$ cat config.mk
export PLATFORM = sky130hd
export DESIGN_NAME = ioc_top
export DESIGN_NICKNAME = d
export VERILOG_FILES = /design/src/verilog/ioc_top.v
export VERILOG_INCLUDE_DIRS = /design/src /design/src/verilog
export SDC_FILE = /design/constraint.sdc
export NUM_CORES = 1
export LEC_CHECK = 0
export ABC_AREA = 1
export BUFFER_PORTS_ARGS = -buffer_cell sky130_fd_sc_hd__buf_2
export CORE_MARGIN = 5
export CORE_UTILIZATION = 53
export CTS_CLUSTER_DIAMETER = 60
export DETAILED_ROUTE_END_ITERATION = 10
export PLACE_DENSITY = 0.8
export SYNTH_ARGS = -nofsm -noshare
export SYNTH_HDL_FRONTEND = slang
export SYNTH_SLANG_ARGS = --single-unit
$ cat constraint.sdc
create_clock -name i_mclk -period 5.41 [get_ports i_mclk]
set_clock_uncertainty 0.15 [all_clocks]
set_input_delay 0.2705 -clock i_mclk [delete_from_list [all_inputs] [get_ports i_mclk]]
set_output_delay 0.2705 -clock i_mclk [all_outputs]
set_load 0.02 [all_outputs]
$ cat src/verilog/ioc_defines.vh
// Register map, field positions, reset values and timing counts for oscillator control
`ifndef IOC_DEFINES_VH
`define IOC_DEFINES_VH

`define IOC_OFF_INT_MASK     12'h000
`define IOC_OFF_INT_STAT     12'h004
`define IOC_OFF_CLK_STAT     12'h00c
`define IOC_OFF_SLOW_CTRL    12'h018
`define IOC_OFF_ULP_CTRL     12'h01c
`define IOC_OFF_FAST_CTRL    12'h020

`define IOC_SLOW_TRIM_LSB    16
`define IOC_SLOW_LOCK_BIT    12
`define IOC_SLOW_START_LSB   8
`define IOC_DEMAND_BIT       7
`define IOC_STDBY_BIT        6
`define IOC_OUT32K_BIT       2
`define IOC_ENABLE_BIT       1
`define IOC_ULP_LOCK_BIT     7
`define IOC_FAST_BAND_LSB    30
`define IOC_FAST_TRIM_LSB    16
`define IOC_FAST_DIV_LSB     8

`define IOC_SLOW_TRIM_RST    7'h3f
`define IOC_SLOW_START_RST   3'h0
`define IOC_SLOW_DEMAND_RST  1'b1
`define IOC_FAST_DIV_RST     2'h3
`define IOC_FAST_DEMAND_RST  1'b1
`define IOC_FAST_ENABLE_RST  1'b1

`define IOC_START_BASE       8'h02
`define IOC_SYNC_CYCLES      2'h2

`define IOC_IRQ_READY_BIT    0
`define IOC_IRQ_LOST_BIT     1

`endif

$ cat src/verilog/ioc_top.v
// Internal oscillator control block with AHB-Lite register slave
//
// Local design decision: the AHB-Lite interface to the registers.
`timescale 1ns/1ps
`default_nettype none
`include "ioc_defines.vh"

module ioc_top
(
	input  wire        i_mclk,
	input  wire        i_rst_n,
	input  wire        i_hsel,
	input  wire [11:0] i_haddr,
	input  wire [1:0]  i_htrans,
	input  wire        i_hwrite,
	input  wire [2:0]  i_hsize,
	input  wire [31:0] i_hwdata,
	input  wire        i_hready,
	output reg  [31:0] o_hrdata,
	output reg         o_hreadyout,
	output reg         o_hresp,
	input  wire        i_ulp_clk,
	input  wire        i_slow_osc_clk,
	input  wire        i_standby,
	input  wire        i_slow_clk_req,
	input  wire        i_fast_clk_req,
	input  wire [4:0]  i_ulp_trim_cal,
	input  wire [1:0]  i_fast_band_cal,
	input  wire [11:0] i_fast_trim_cal,
	output reg         o_slow_osc_run,
	output reg  [6:0]  o_slow_osc_trim,
	output reg         o_out32k_enable,
	output reg         o_slow_int_ready,
	output reg  [4:0]  o_ulp_osc_trim,
	output reg         o_fast_osc_run,
	output reg  [1:0]  o_fast_freq_band,
	output reg  [11:0] o_fast_osc_trim,
	output reg  [3:0]  o_fast_div_ratio,
	output reg         o_irq
);

////////////////////////////////////////////////////////////////////////////////
// Helpers

function [7:0] startup_len;
	input [2:0] code;
	begin
		startup_len = (8'h01 << code) + `IOC_START_BASE;
	end
endfunction

function run_gate;
	input en;
	input demand;
	input keep;
	input req;
	input stdby;
	begin
		run_gate = en & (~stdby | keep) & (~demand | req);
	end
endfunction

localparam [1:0] ST_IDLE  = 2'h0;
localparam [1:0] ST_COUNT = 2'h1;
localparam [1:0] ST_SYNC  = 2'h2;
localparam [1:0] ST_READY = 2'h3;

////////////////////////////////////////////////////////////////////////////////
// Register state

reg  [6:0]  slow_trim_q;
reg         slow_lock_q;
reg  [2:0]  slow_start_q;
reg         slow_demand_q;
reg         slow_keep_q;
reg         slow_out32k_q;
reg         slow_en_q;
reg         ulp_lock_q;
reg  [4:0]  ulp_trim_q;
reg  [1:0]  fast_band_q;
reg  [11:0] fast_trim_q;
reg  [1:0]  fast_div_q;
reg         fast_demand_q;
reg         fast_keep_q;
reg         fast_en_q;
reg         cal_loaded_q;
reg  [1:0]  int_mask_q;
reg  [1:0]  int_stat_q;
reg         wr_pend_q;
reg  [11:0] wr_addr_q;
reg  [1:0]  state_q;
reg  [7:0]  cnt_q;
reg  [2:0]  ulp_sync_q;
reg  [2:0]  slow_sync_q;
reg         ready_q;

wire        slow_run_d;
wire        fast_run_d;
wire        addr_ok;
wire        rd_req;
wire        ulp_edge;
wire        slow_edge;
wire        ready_rise;
wire        ready_fall;
wire        stat_rd;
reg  [31:0] rd_mux;

////////////////////////////////////////////////////////////////////////////////
// Bus decode

assign addr_ok = i_hsel & i_htrans[1] & i_hready;
assign rd_req  = addr_ok & ~i_hwrite;
assign stat_rd = rd_req & (i_haddr == `IOC_OFF_INT_STAT);

always @*
begin
	rd_mux = 32'h0000_0000;
	case (i_haddr)
		`IOC_OFF_INT_MASK:  rd_mux[1:0] = int_mask_q;
		`IOC_OFF_INT_STAT:  rd_mux[1:0] = int_stat_q;
		`IOC_OFF_CLK_STAT:  rd_mux[0] = ready_q;
		`IOC_OFF_SLOW_CTRL:
		begin
			rd_mux[`IOC_SLOW_TRIM_LSB +: 7]  = slow_trim_q;
			rd_mux[`IOC_SLOW_LOCK_BIT]       = slow_lock_q;
			rd_mux[`IOC_SLOW_START_LSB +: 3] = slow_start_q;
			rd_mux[`IOC_DEMAND_BIT]          = slow_demand_q;
			rd_mux[`IOC_STDBY_BIT]           = slow_keep_q;
			rd_mux[`IOC_OUT32K_BIT]          = slow_out32k_q;
			rd_mux[`IOC_ENABLE_BIT]          = slow_en_q;
		end
		`IOC_OFF_ULP_CTRL:
		begin
			rd_mux[`IOC_ULP_LOCK_BIT] = ulp_lock_q;
			rd_mux[4:0]               = ulp_trim_q;
		end
		`IOC_OFF_FAST_CTRL:
		begin
			rd_mux[`IOC_FAST_BAND_LSB +: 2] = fast_band_q;
			rd_mux[`IOC_FAST_TRIM_LSB +: 12] = fast_trim_q;
			rd_mux[`IOC_FAST_DIV_LSB +: 2]  = fast_div_q;
			rd_mux[`IOC_DEMAND_BIT]         = fast_demand_q;
			rd_mux[`IOC_STDBY_BIT]          = fast_keep_q;
			rd_mux[`IOC_ENABLE_BIT]         = fast_en_q;
		end
		default:            rd_mux = 32'h0000_0000;
	endcase
end

always @(posedge i_mclk)
begin
	if (!i_rst_n)
	begin
		wr_pend_q   <= 1'b0;
		wr_addr_q   <= 12'h000;
		o_hrdata    <= 32'h0000_0000;
		o_hreadyout <= 1'b1;
		o_hresp     <= 1'b0;
	end
	else
	begin
		wr_pend_q   <= addr_ok & i_hwrite;
		wr_addr_q   <= i_haddr;
		o_hreadyout <= 1'b1;
		o_hresp     <= 1'b0;
		if (rd_req)
			o_hrdata <= rd_mux;
	end
end

////////////////////////////////////////////////////////////////////////////////
// Control registers

always @(posedge i_mclk)
begin
	if (!i_rst_n)
	begin
		slow_trim_q   <= `IOC_SLOW_TRIM_RST;
		slow_lock_q   <= 1'b0;
		slow_start_q  <= `IOC_SLOW_START_RST;
		slow_demand_q <= `IOC_SLOW_DEMAND_RST;
		slow_keep_q   <= 1'b0;
		slow_out32k_q <= 1'b0;
		slow_en_q     <= 1'b0;
		ulp_lock_q    <= 1'b0;
		ulp_trim_q    <= 5'h00;
		fast_band_q   <= 2'h0;
		fast_trim_q   <= 12'h000;
		fast_div_q    <= `IOC_FAST_DIV_RST;
		fast_demand_q <= `IOC_FAST_DEMAND_RST;
		fast_keep_q   <= 1'b0;
		fast_en_q     <= `IOC_FAST_ENABLE_RST;
		cal_loaded_q  <= 1'b0;
		int_mask_q    <= 2'h0;
	end
	else if (!cal_loaded_q)
	begin
		cal_loaded_q <= 1'b1;
		ulp_trim_q   <= i_ulp_trim_cal;
		fast_band_q  <= i_fast_band_cal;
		fast_trim_q  <= i_fast_trim_cal;
	end
	else if (wr_pend_q)
	begin
		case (wr_addr_q)
			`IOC_OFF_INT_MASK:  int_mask_q <= i_hwdata[1:0];
			`IOC_OFF_SLOW_CTRL:
				if (!slow_lock_q)
				begin
					slow_trim_q   <= i_hwdata[`IOC_SLOW_TRIM_LSB +: 7];
					slow_lock_q   <= i_hwdata[`IOC_SLOW_LOCK_BIT];
					slow_start_q  <= i_hwdata[`IOC_SLOW_START_LSB +: 3];
					slow_demand_q <= i_hwdata[`IOC_DEMAND_BIT];
					slow_keep_q   <= i_hwdata[`IOC_STDBY_BIT];
					slow_out32k_q <= i_hwdata[`IOC_OUT32K_BIT];
					slow_en_q     <= i_hwdata[`IOC_ENABLE_BIT];
				end
			`IOC_OFF_ULP_CTRL:
				if (!ulp_lock_q)
				begin
					ulp_lock_q <= i_hwdata[`IOC_ULP_LOCK_BIT];
					ulp_trim_q <= i_hwdata[4:0];
				end
			`IOC_OFF_FAST_CTRL:
			begin
				fast_band_q   <= i_hwdata[`IOC_FAST_BAND_LSB +: 2];
				fast_trim_q   <= i_hwdata[`IOC_FAST_TRIM_LSB +: 12];
				fast_div_q    <= i_hwdata[`IOC_FAST_DIV_LSB +: 2];
				fast_demand_q <= i_hwdata[`IOC_DEMAND_BIT];
				fast_keep_q   <= i_hwdata[`IOC_STDBY_BIT];
				fast_en_q     <= i_hwdata[`IOC_ENABLE_BIT];
			end
			default:            int_mask_q <= int_mask_q;
		endcase
	end
end

////////////////////////////////////////////////////////////////////////////////
// Run gating and outputs

assign slow_run_d = run_gate(slow_en_q, slow_demand_q, slow_keep_q, i_slow_clk_req, i_standby);
assign fast_run_d = run_gate(fast_en_q, fast_demand_q, fast_keep_q, i_fast_clk_req, i_standby);

always @(posedge i_mclk)
begin
	if (!i_rst_n)
	begin
		o_slow_osc_run   <= 1'b0;
		o_fast_osc_run   <= 1'b0;
		o_out32k_enable  <= 1'b0;
		o_slow_osc_trim  <= 7'h00;
		o_ulp_osc_trim   <= 5'h00;
		o_fast_freq_band <= 2'h0;
		o_fast_osc_trim  <= 12'h000;
		o_fast_div_ratio <= 4'h1;
		o_slow_int_ready <= 1'b0;
		o_irq            <= 1'b0;
	end
	else
	begin
		o_slow_osc_run   <= slow_run_d;
		o_fast_osc_run   <= fast_run_d;
		o_out32k_enable  <= slow_out32k_q & slow_run_d;
		o_slow_osc_trim  <= slow_trim_q;
		o_ulp_osc_trim   <= ulp_trim_q;
		o_fast_freq_band <= fast_band_q;
		o_fast_osc_trim  <= fast_trim_q;
		o_fast_div_ratio <= 4'h1 << fast_div_q;
		o_slow_int_ready <= ready_q;
		o_irq            <= |(int_stat_q & int_mask_q);
	end
end

////////////////////////////////////////////////////////////////////////////////
// Start-up counter and ready flag

assign ulp_edge  = ulp_sync_q[1] & ~ulp_sync_q[2];
assign slow_edge = slow_sync_q[1] & ~slow_sync_q[2];

always @(posedge i_mclk)
begin
	if (!i_rst_n)
	begin
		ulp_sync_q  <= 3'h0;
		slow_sync_q <= 3'h0;
		state_q     <= ST_IDLE;
		cnt_q       <= 8'h00;
		ready_q     <= 1'b0;
	end
	else
	begin
		ulp_sync_q  <= {ulp_sync_q[1:0], i_ulp_clk};
		slow_sync_q <= {slow_sync_q[1:0], i_slow_osc_clk};
		if (!slow_run_d)
		begin
			state_q <= ST_IDLE;
			cnt_q   <= 8'h00;
			ready_q <= 1'b0;
		end
		else
		begin
			case (state_q)
				ST_IDLE:
				begin
					cnt_q   <= 8'h00;
					state_q <= ST_COUNT;
				end
				ST_COUNT:
					if (ulp_edge)
					begin
						if (cnt_q + 8'h01 >= startup_len(slow_start_q))
						begin
							cnt_q   <= 8'h00;
							state_q <= ST_SYNC;
						end
						else
							cnt_q <= cnt_q + 8'h01;
					end
				ST_SYNC:
					if (slow_edge)
					begin
						if (cnt_q[1:0] + 2'h1 >= `IOC_SYNC_CYCLES)
						begin
							state_q <= ST_READY;
							ready_q <= 1'b1;
						end
						else
							cnt_q <= cnt_q + 8'h01;
					end
				ST_READY:
					ready_q <= 1'b1;
				default:
					state_q <= ST_IDLE;
			endcase
		end
	end
end

////////////////////////////////////////////////////////////////////////////////
// Interrupt status, cleared by read, set wins

assign ready_rise = (state_q == ST_SYNC) & slow_run_d & slow_edge
	& (cnt_q[1:0] + 2'h1 >= `IOC_SYNC_CYCLES);
assign ready_fall = ready_q & ~slow_run_d;

always @(posedge i_mclk)
begin
	if (!i_rst_n)
		int_stat_q <= 2'h0;
	else
	begin
		int_stat_q[`IOC_IRQ_READY_BIT] <= ready_rise
			| (int_stat_q[`IOC_IRQ_READY_BIT] & ~stat_rd);
		int_stat_q[`IOC_IRQ_LOST_BIT]  <= ready_fall
			| (int_stat_q[`IOC_IRQ_LOST_BIT] & ~stat_rd);
	end
end

endmodule
`default_nettype wire

After elaboration in Yosys (flattened, before gate mapping):

Cells that the tools add are included.

* shift operators: 2
* reductions and logical operators: 17
* muxes and demuxes: 38
* add/sub/neg operators: 3
* eq/ne operators: 20
* bitwise gates (word level): 34
* order comparisons: 2

Operator list (count)
* $eq 12x5->1 const B: 4
* $mux 12: 3
* $mux 8: 4
* $mux 5: 5
* $eq 12x6->1 const B: 2
* $logic_not 12->1: 2
* $pmux 8 s3: 1
* $and 1x1->1: 18
* $mux 2: 9
* $reduce_and 3->1: 6
* $pmux 7 s2: 1
* $eq 12x3->1 const B: 1
* $eq 12x4->1 const B: 1
* $ne 2x2->1 const B: 6
* $not 1->1: 9
* $add 8x1->8 const B: 1
* $add 8x2->8 const B: 1
* $ge 8x8->1: 1
* $reduce_and 4->1: 2
* $shl 1x3->8 const A: 1
* $mux 1: 7
* $ne 2x1->1 const B: 3
* $or 1x1->1: 6
* $pmux 1 s2: 3
* 17 further kinds: 19

* bits of input ports: 78
* register bits: 135
* output and inout bits: 69

Logic depth before layout (Yosys ltp):

* word-level depth: 8
* mapped depth: 14
* gate-level depth less buffers: 14

Worst setup path after synthesis:

Ideal clock, no wire load.

* path kind: register to register
* from: register slow_start_q[2]
* to: register cnt_q[1]
* library setup time: 0.072 ns
* stages on the path, launching flop included: 15
* data required time: 5.188 ns
* path slack: 3.187 ns
* clock period less this slack: 2.223 ns
* arrival time: 2.001 ns
* cell sequence: dfxtp_1 -> clkbuf_1 -> nor3_1 -> ha_1 -> xor2_1 -> ha_1 -> nand2_1 -> nor2_1 -> nor2_1 -> nand2_1 -> nand2_1 -> nand2_1 -> nand2_1 -> nand3_1 -> a21oi_1

* cells in the longest elaborated chain, start to end: 6

Ends and longest elaborated chain
* from (decl): line ioc_top.v:73 `reg [2:0] slow_start_q;`
* from (signal assigned): line ioc_top.v:180 `` slow_start_q <= `IOC_SLOW_START_RST; ``
* from (signal assigned): line ioc_top.v:212 `` slow_start_q <= i_hwdata[`IOC_SLOW_START_LSB +: 3]; ``
* $shl 1x3->8: line ioc_top.v:48 `` startup_len = (8'h01 << code) + `IOC_START_BASE; ``
* $add 8x2->8 (no source line)
* $ge 8x8->1: line ioc_top.v:311 `if (cnt_q + 8'h01 >= startup_len(slow_start_q))`
* $mux 8: line ioc_top.v:311
* $mux 8: line ioc_top.v:309 `if (ulp_edge)`
* $pmux 8 s3: line ioc_top.v:302 `case (state_q)`
* to (signal assigned): line ioc_top.v:317 `cnt_q <= cnt_q + 8'h01;`
* to (signal assigned): line ioc_top.v:328 `cnt_q <= cnt_q + 8'h01;`
* to (decl): line ioc_top.v:92 `reg [7:0] cnt_q;`

Every way passes these cells. The select of a mux whose other input is x is not followed.
A chain may end at the register's enable or synchronous reset.

Final worst setup path:

* from: register cal_loaded_q
* to: register fast_trim_q[10]

* cells in the longest elaborated chain, start to end: 2
* elaborated cells on any way between the ends: 4
* those cells by class: eq/ne: 2; mux: 1; reduce/logical: 1

Ends and longest elaborated chain
* from (decl): line ioc_top.v:86 `reg cal_loaded_q;`
* from (signal assigned): line ioc_top.v:193 `cal_loaded_q <= 1'b0;`
* from (signal assigned): line ioc_top.v:198 `cal_loaded_q <= 1'b1;`
* $ne 2x1->1 (no source line)
* $reduce_and 2->1 (no source line)
* to (signal assigned): line ioc_top.v:201 `fast_trim_q <= i_fast_trim_cal;`
* to (signal assigned): line ioc_top.v:227 `` fast_trim_q <= i_hwdata[`IOC_FAST_TRIM_LSB +: 12]; ``
* to (decl): line ioc_top.v:81 `reg [11:0] fast_trim_q;`

Several ways; a longest one is shown, not always the timed one.

==> reports/qor.txt <==
Netlist cell types: 37
Overall power: 2.37 mW
Number of hold violations in the final report: 0
Crit path max-delay cell type: sky130_fd_sc_hd__dfxtp_1
FMAX: 360 MHz
Placeable core area: 10,800 µm²
CTS Hold Buffers Added: 60
Unrepaired setup endpoints after global routing: false
Number of cell rows: 38
Most common library cell in the layout ignoring fill and taps: sky130_fd_sc_hd__nand2_1
Worst hold path stage count: 5
Pin count of the biggest net entering global routing: 94
Hold EP: fast_trim_q[0]
DRC violations left: 0
Cell count of the worst reg-to-reg path: 6
Total Neg Setup Slack: 0 ns
Primary flip-flop cell chosen by synthesis mapping: sky130_fd_sc_hd__dfxtp_1
Total count of max-transition violations in the final report: 0
Highest-count cells in the layout ignoring fill and taps: 215 x sky130_fd_sc_hd__nand2_1, 135 x sky130_fd_sc_hd__dfxtp_1, 126 x sky130_fd_sc_hd__buf_2
Half-perimeter wire length of the detailed placement result: 9770 µm
R2R Path Start: cal_loaded_q
Number of enable-type register cells in the synthesized netlist: 0
Number of CTS-inserted buffers: 17
Synth async-reset ratio: 0%
Path length in cells of the critical path: 6
Worst min path class: in2reg
Level count of the clock H-tree: 4
Effective utilization at floorplan: 53.8%
Cells along the critical path: inv_1, nand2_1, nand2_1, dlygate4sd3_1, nor2_1, nor2_1
Reg2Reg Setup Slack: 2.63 ns
Count of max-cap constraint violations: 0
Count of antenna-violating nets left after detailed routing: 0
Worst endpoint required time: 5.67 ns
Count of inserted antenna diode cells: 0
Mean instance size in the synthesized netlist: 7.31 µm²
Min-delay src: i_fast_trim_cal[0]
Total leakage power: 3.98 nW
Source-to-sink clock delay at the later pin of the worst-skew pair: 0.52 ns
Total via count in the routed design: 5,599
Port Buffer Count: 126
Nets: 1,066
Clock tree buffer depth: 2
Gate count of the mapped netlist: 798
Count of buffering cells on the critical path with inverters included: 2
Kind of cell with the highest combined delay on the critical path: buffers and inverters
Layout cell share with drive strength beyond 1: 19.0%
Gp weighted congestion: 0.883
TritonCTS clock tree: done
Die span in x: 115 µm
Clk pin slew, worst setup/hold paths: 0.07 ns
Share of the cycle needed by the critical path after routing: 51.4%
Data arrival time of the worst path: 3.04 ns
Vias in the first global route: 5,370
First-pass GRT wire length: 25,600 µm
Height of the die: 115 µm
Area added between synthesis and finish: 30.9%
Worst Tran Pin Value: 1.19 ns
Gates resized, CTS repair: 0
Final-layout worst hold slack: 0.0197 ns
Reg-to-reg endpoint: fast_trim_q[10]
Number of vias per cell after detailed routing: 4.97
GRT Overall Usage: 24.4%
Number of clock sinks seen by CTS: 135
First DRT Iteration DRCs: 537
Synthesis warning total: 0
Buffers inserted during post-CTS setup optimization: 0
Result of the run: complete, no violations
Area enclosed by the die boundary: 13,200 µm²
Drt first pass iters: 7
Top-Level Pins: 147
Number of flip-flops and latches in the synthesized netlist: 135
Critical Path Fanout Max: 24
Sequential-to-total area share from yosys stat: 46.3%
Total wirelength of the detailed-routed design: 16,100 µm
Capturing element type of the critical path: register
PD cells: 311 nW/µm²
Drt wl/cell: 14.3 µm
Critical path launch point type: register
Area of the mapped netlist: 5840 µm²
Cell chosen for the clock root: sky130_fd_sc_hd__clkbuf_8
Headroom to the max-slew limit: 20.9%
Period minus WS final: 2.78 ns
Antenna violations before repair: 0
Critical path type: reg2reg
Critical path's largest stage delay: 0.85 ns
Setup violation total in the final timing report: 0
GRT overflow: 0
Worst voltage drop across the vdd grid: 0.249 mV
==> tightest hold or removal path: stages <==
cell and delay [ns]:
sky130_fd_sc_hd__buf_2 0.10, sky130_fd_sc_hd__nand2_1 0.05, sky130_fd_sc_hd__o21ai_0 0.07, sky130_fd_sc_hd__nand2_1 0.08
sky130_fd_sc_hd__a21oi_2 0.05
==> Yosys cell counts, types with 3 or more instances <==
| cell | n | area, µm² |
|---|---|---|
| sky130_fd_sc_hd__o211ai_1 | 5 | 37.5 |
| sky130_fd_sc_hd__nand3_1 | 66 | 330 |
| sky130_fd_sc_hd__xor2_1 | 5 | 43.8 |
| sky130_fd_sc_hd__clkbuf_1 | 15 | 56.3 |
| sky130_fd_sc_hd__dfxtp_1 | 135 | 2700 |
| sky130_fd_sc_hd__o21ai_0 | 34 | 170 |
| sky130_fd_sc_hd__nor2_1 | 91 | 342 |
| sky130_fd_sc_hd__a21oi_1 | 24 | 120 |
| sky130_fd_sc_hd__buf_6 | 4 | 45.0 |
| sky130_fd_sc_hd__nand2_1 | 215 | 807 |
| sky130_fd_sc_hd__o211ai_2 | 7 | 87.6 |
| sky130_fd_sc_hd__a21oi_2 | 7 | 61.3 |
| sky130_fd_sc_hd__nand4_1 | 5 | 31.3 |
| sky130_fd_sc_hd__nor2_2 | 3 | 18.8 |
| sky130_fd_sc_hd__nor3_1 | 8 | 40.0 |
| sky130_fd_sc_hd__buf_4 | 11 | 82.6 |
| sky130_fd_sc_hd__inv_1 | 117 | 439 |
| sky130_fd_sc_hd__buf_2 | 7 | 35.0 |
| sky130_fd_sc_hd__ha_1 | 14 | 175 |
==> how the worst max path moves through the flow <==
stage                                  to            start
final                     fast_trim_q[10]     cal_loaded_q
after global routing             cnt_q[7]  slow_start_q[0]
after CTS                 fast_trim_q[10]     cal_loaded_q
after detailed placement         cnt_q[6]  slow_start_q[0]
after global placement           cnt_q[6]  slow_start_q[0]
after floorplan                  cnt_q[1]  slow_start_q[2]
==> per-stage QoR <==
step / instances / setup WS (ns) / cell area [µm²] / util, %
CTS: 1127 / 2.71 / 7640 / 70.5
floorplan: 805 / 3.19 / 5860 / -
global route: 1127 / 2.47 / 7640 / 70.5
global placement: 1035 / 2.87 / 6460 / 59.6
finish: 1127 / 2.63 / 7640 / 70.5
detailed placement: 1035 / 2.83 / 6460 / 59.6
==> sequential cells by signal, indices dropped and copies added, names as in the netlist, 3 cells and up <==
signal,flops
cnt_q,8
o_ulp_osc_trim,5
o_fast_osc_trim,12
o_hrdata,25
slow_start_q,3
slow_sync_q,3
ulp_sync_q,3
slow_trim_q,7
ulp_trim_q,5
wr_addr_q,12
o_fast_div_ratio,4
fast_trim_q,12
o_slow_osc_trim,7
==> final cells by class <==
cell class	instances	area, µm²
Clock buffer	18	418
Fill cell	851	3200
Inverter	121	454
Multi-Input combinational cell	512	2490
Sequential cell	135	2700
Clock inverter	14	164
Tap cell	140	175
Timing Repair Buffer	187	1240
==> where the power goes <==
group          internal [mW]  total [mW]  switching, mW
registers               1.02        1.04         0.0165
clock network          0.669        1.14          0.469
logic                 0.0813       0.194          0.113
total                   1.77        2.37          0.599
==> logic make-up after synthesis <==
group | after synthesis | share of synthesized area [%]
xor+xnor | 5 | 0.750
compound gates | 83 | 8.98
flops | 135 | 46.3
buf+inv | 158 | 11.5
fa+ha+maj | 14 | 3.00
simple gates | 401 | 29.3
other cells | 2 | 0.129
==> routing by layer <==
layer,vias to the layer above,share of wire [%],track usage [%]
met4,0,1.7,7.82
met1,2527,43,30.4
li1,2823,-,-
met5,-,0,0
met2,224,49,41.7
met3,25,6.9,6.00
No activity file was read; power rests on OpenSTA's default activity.
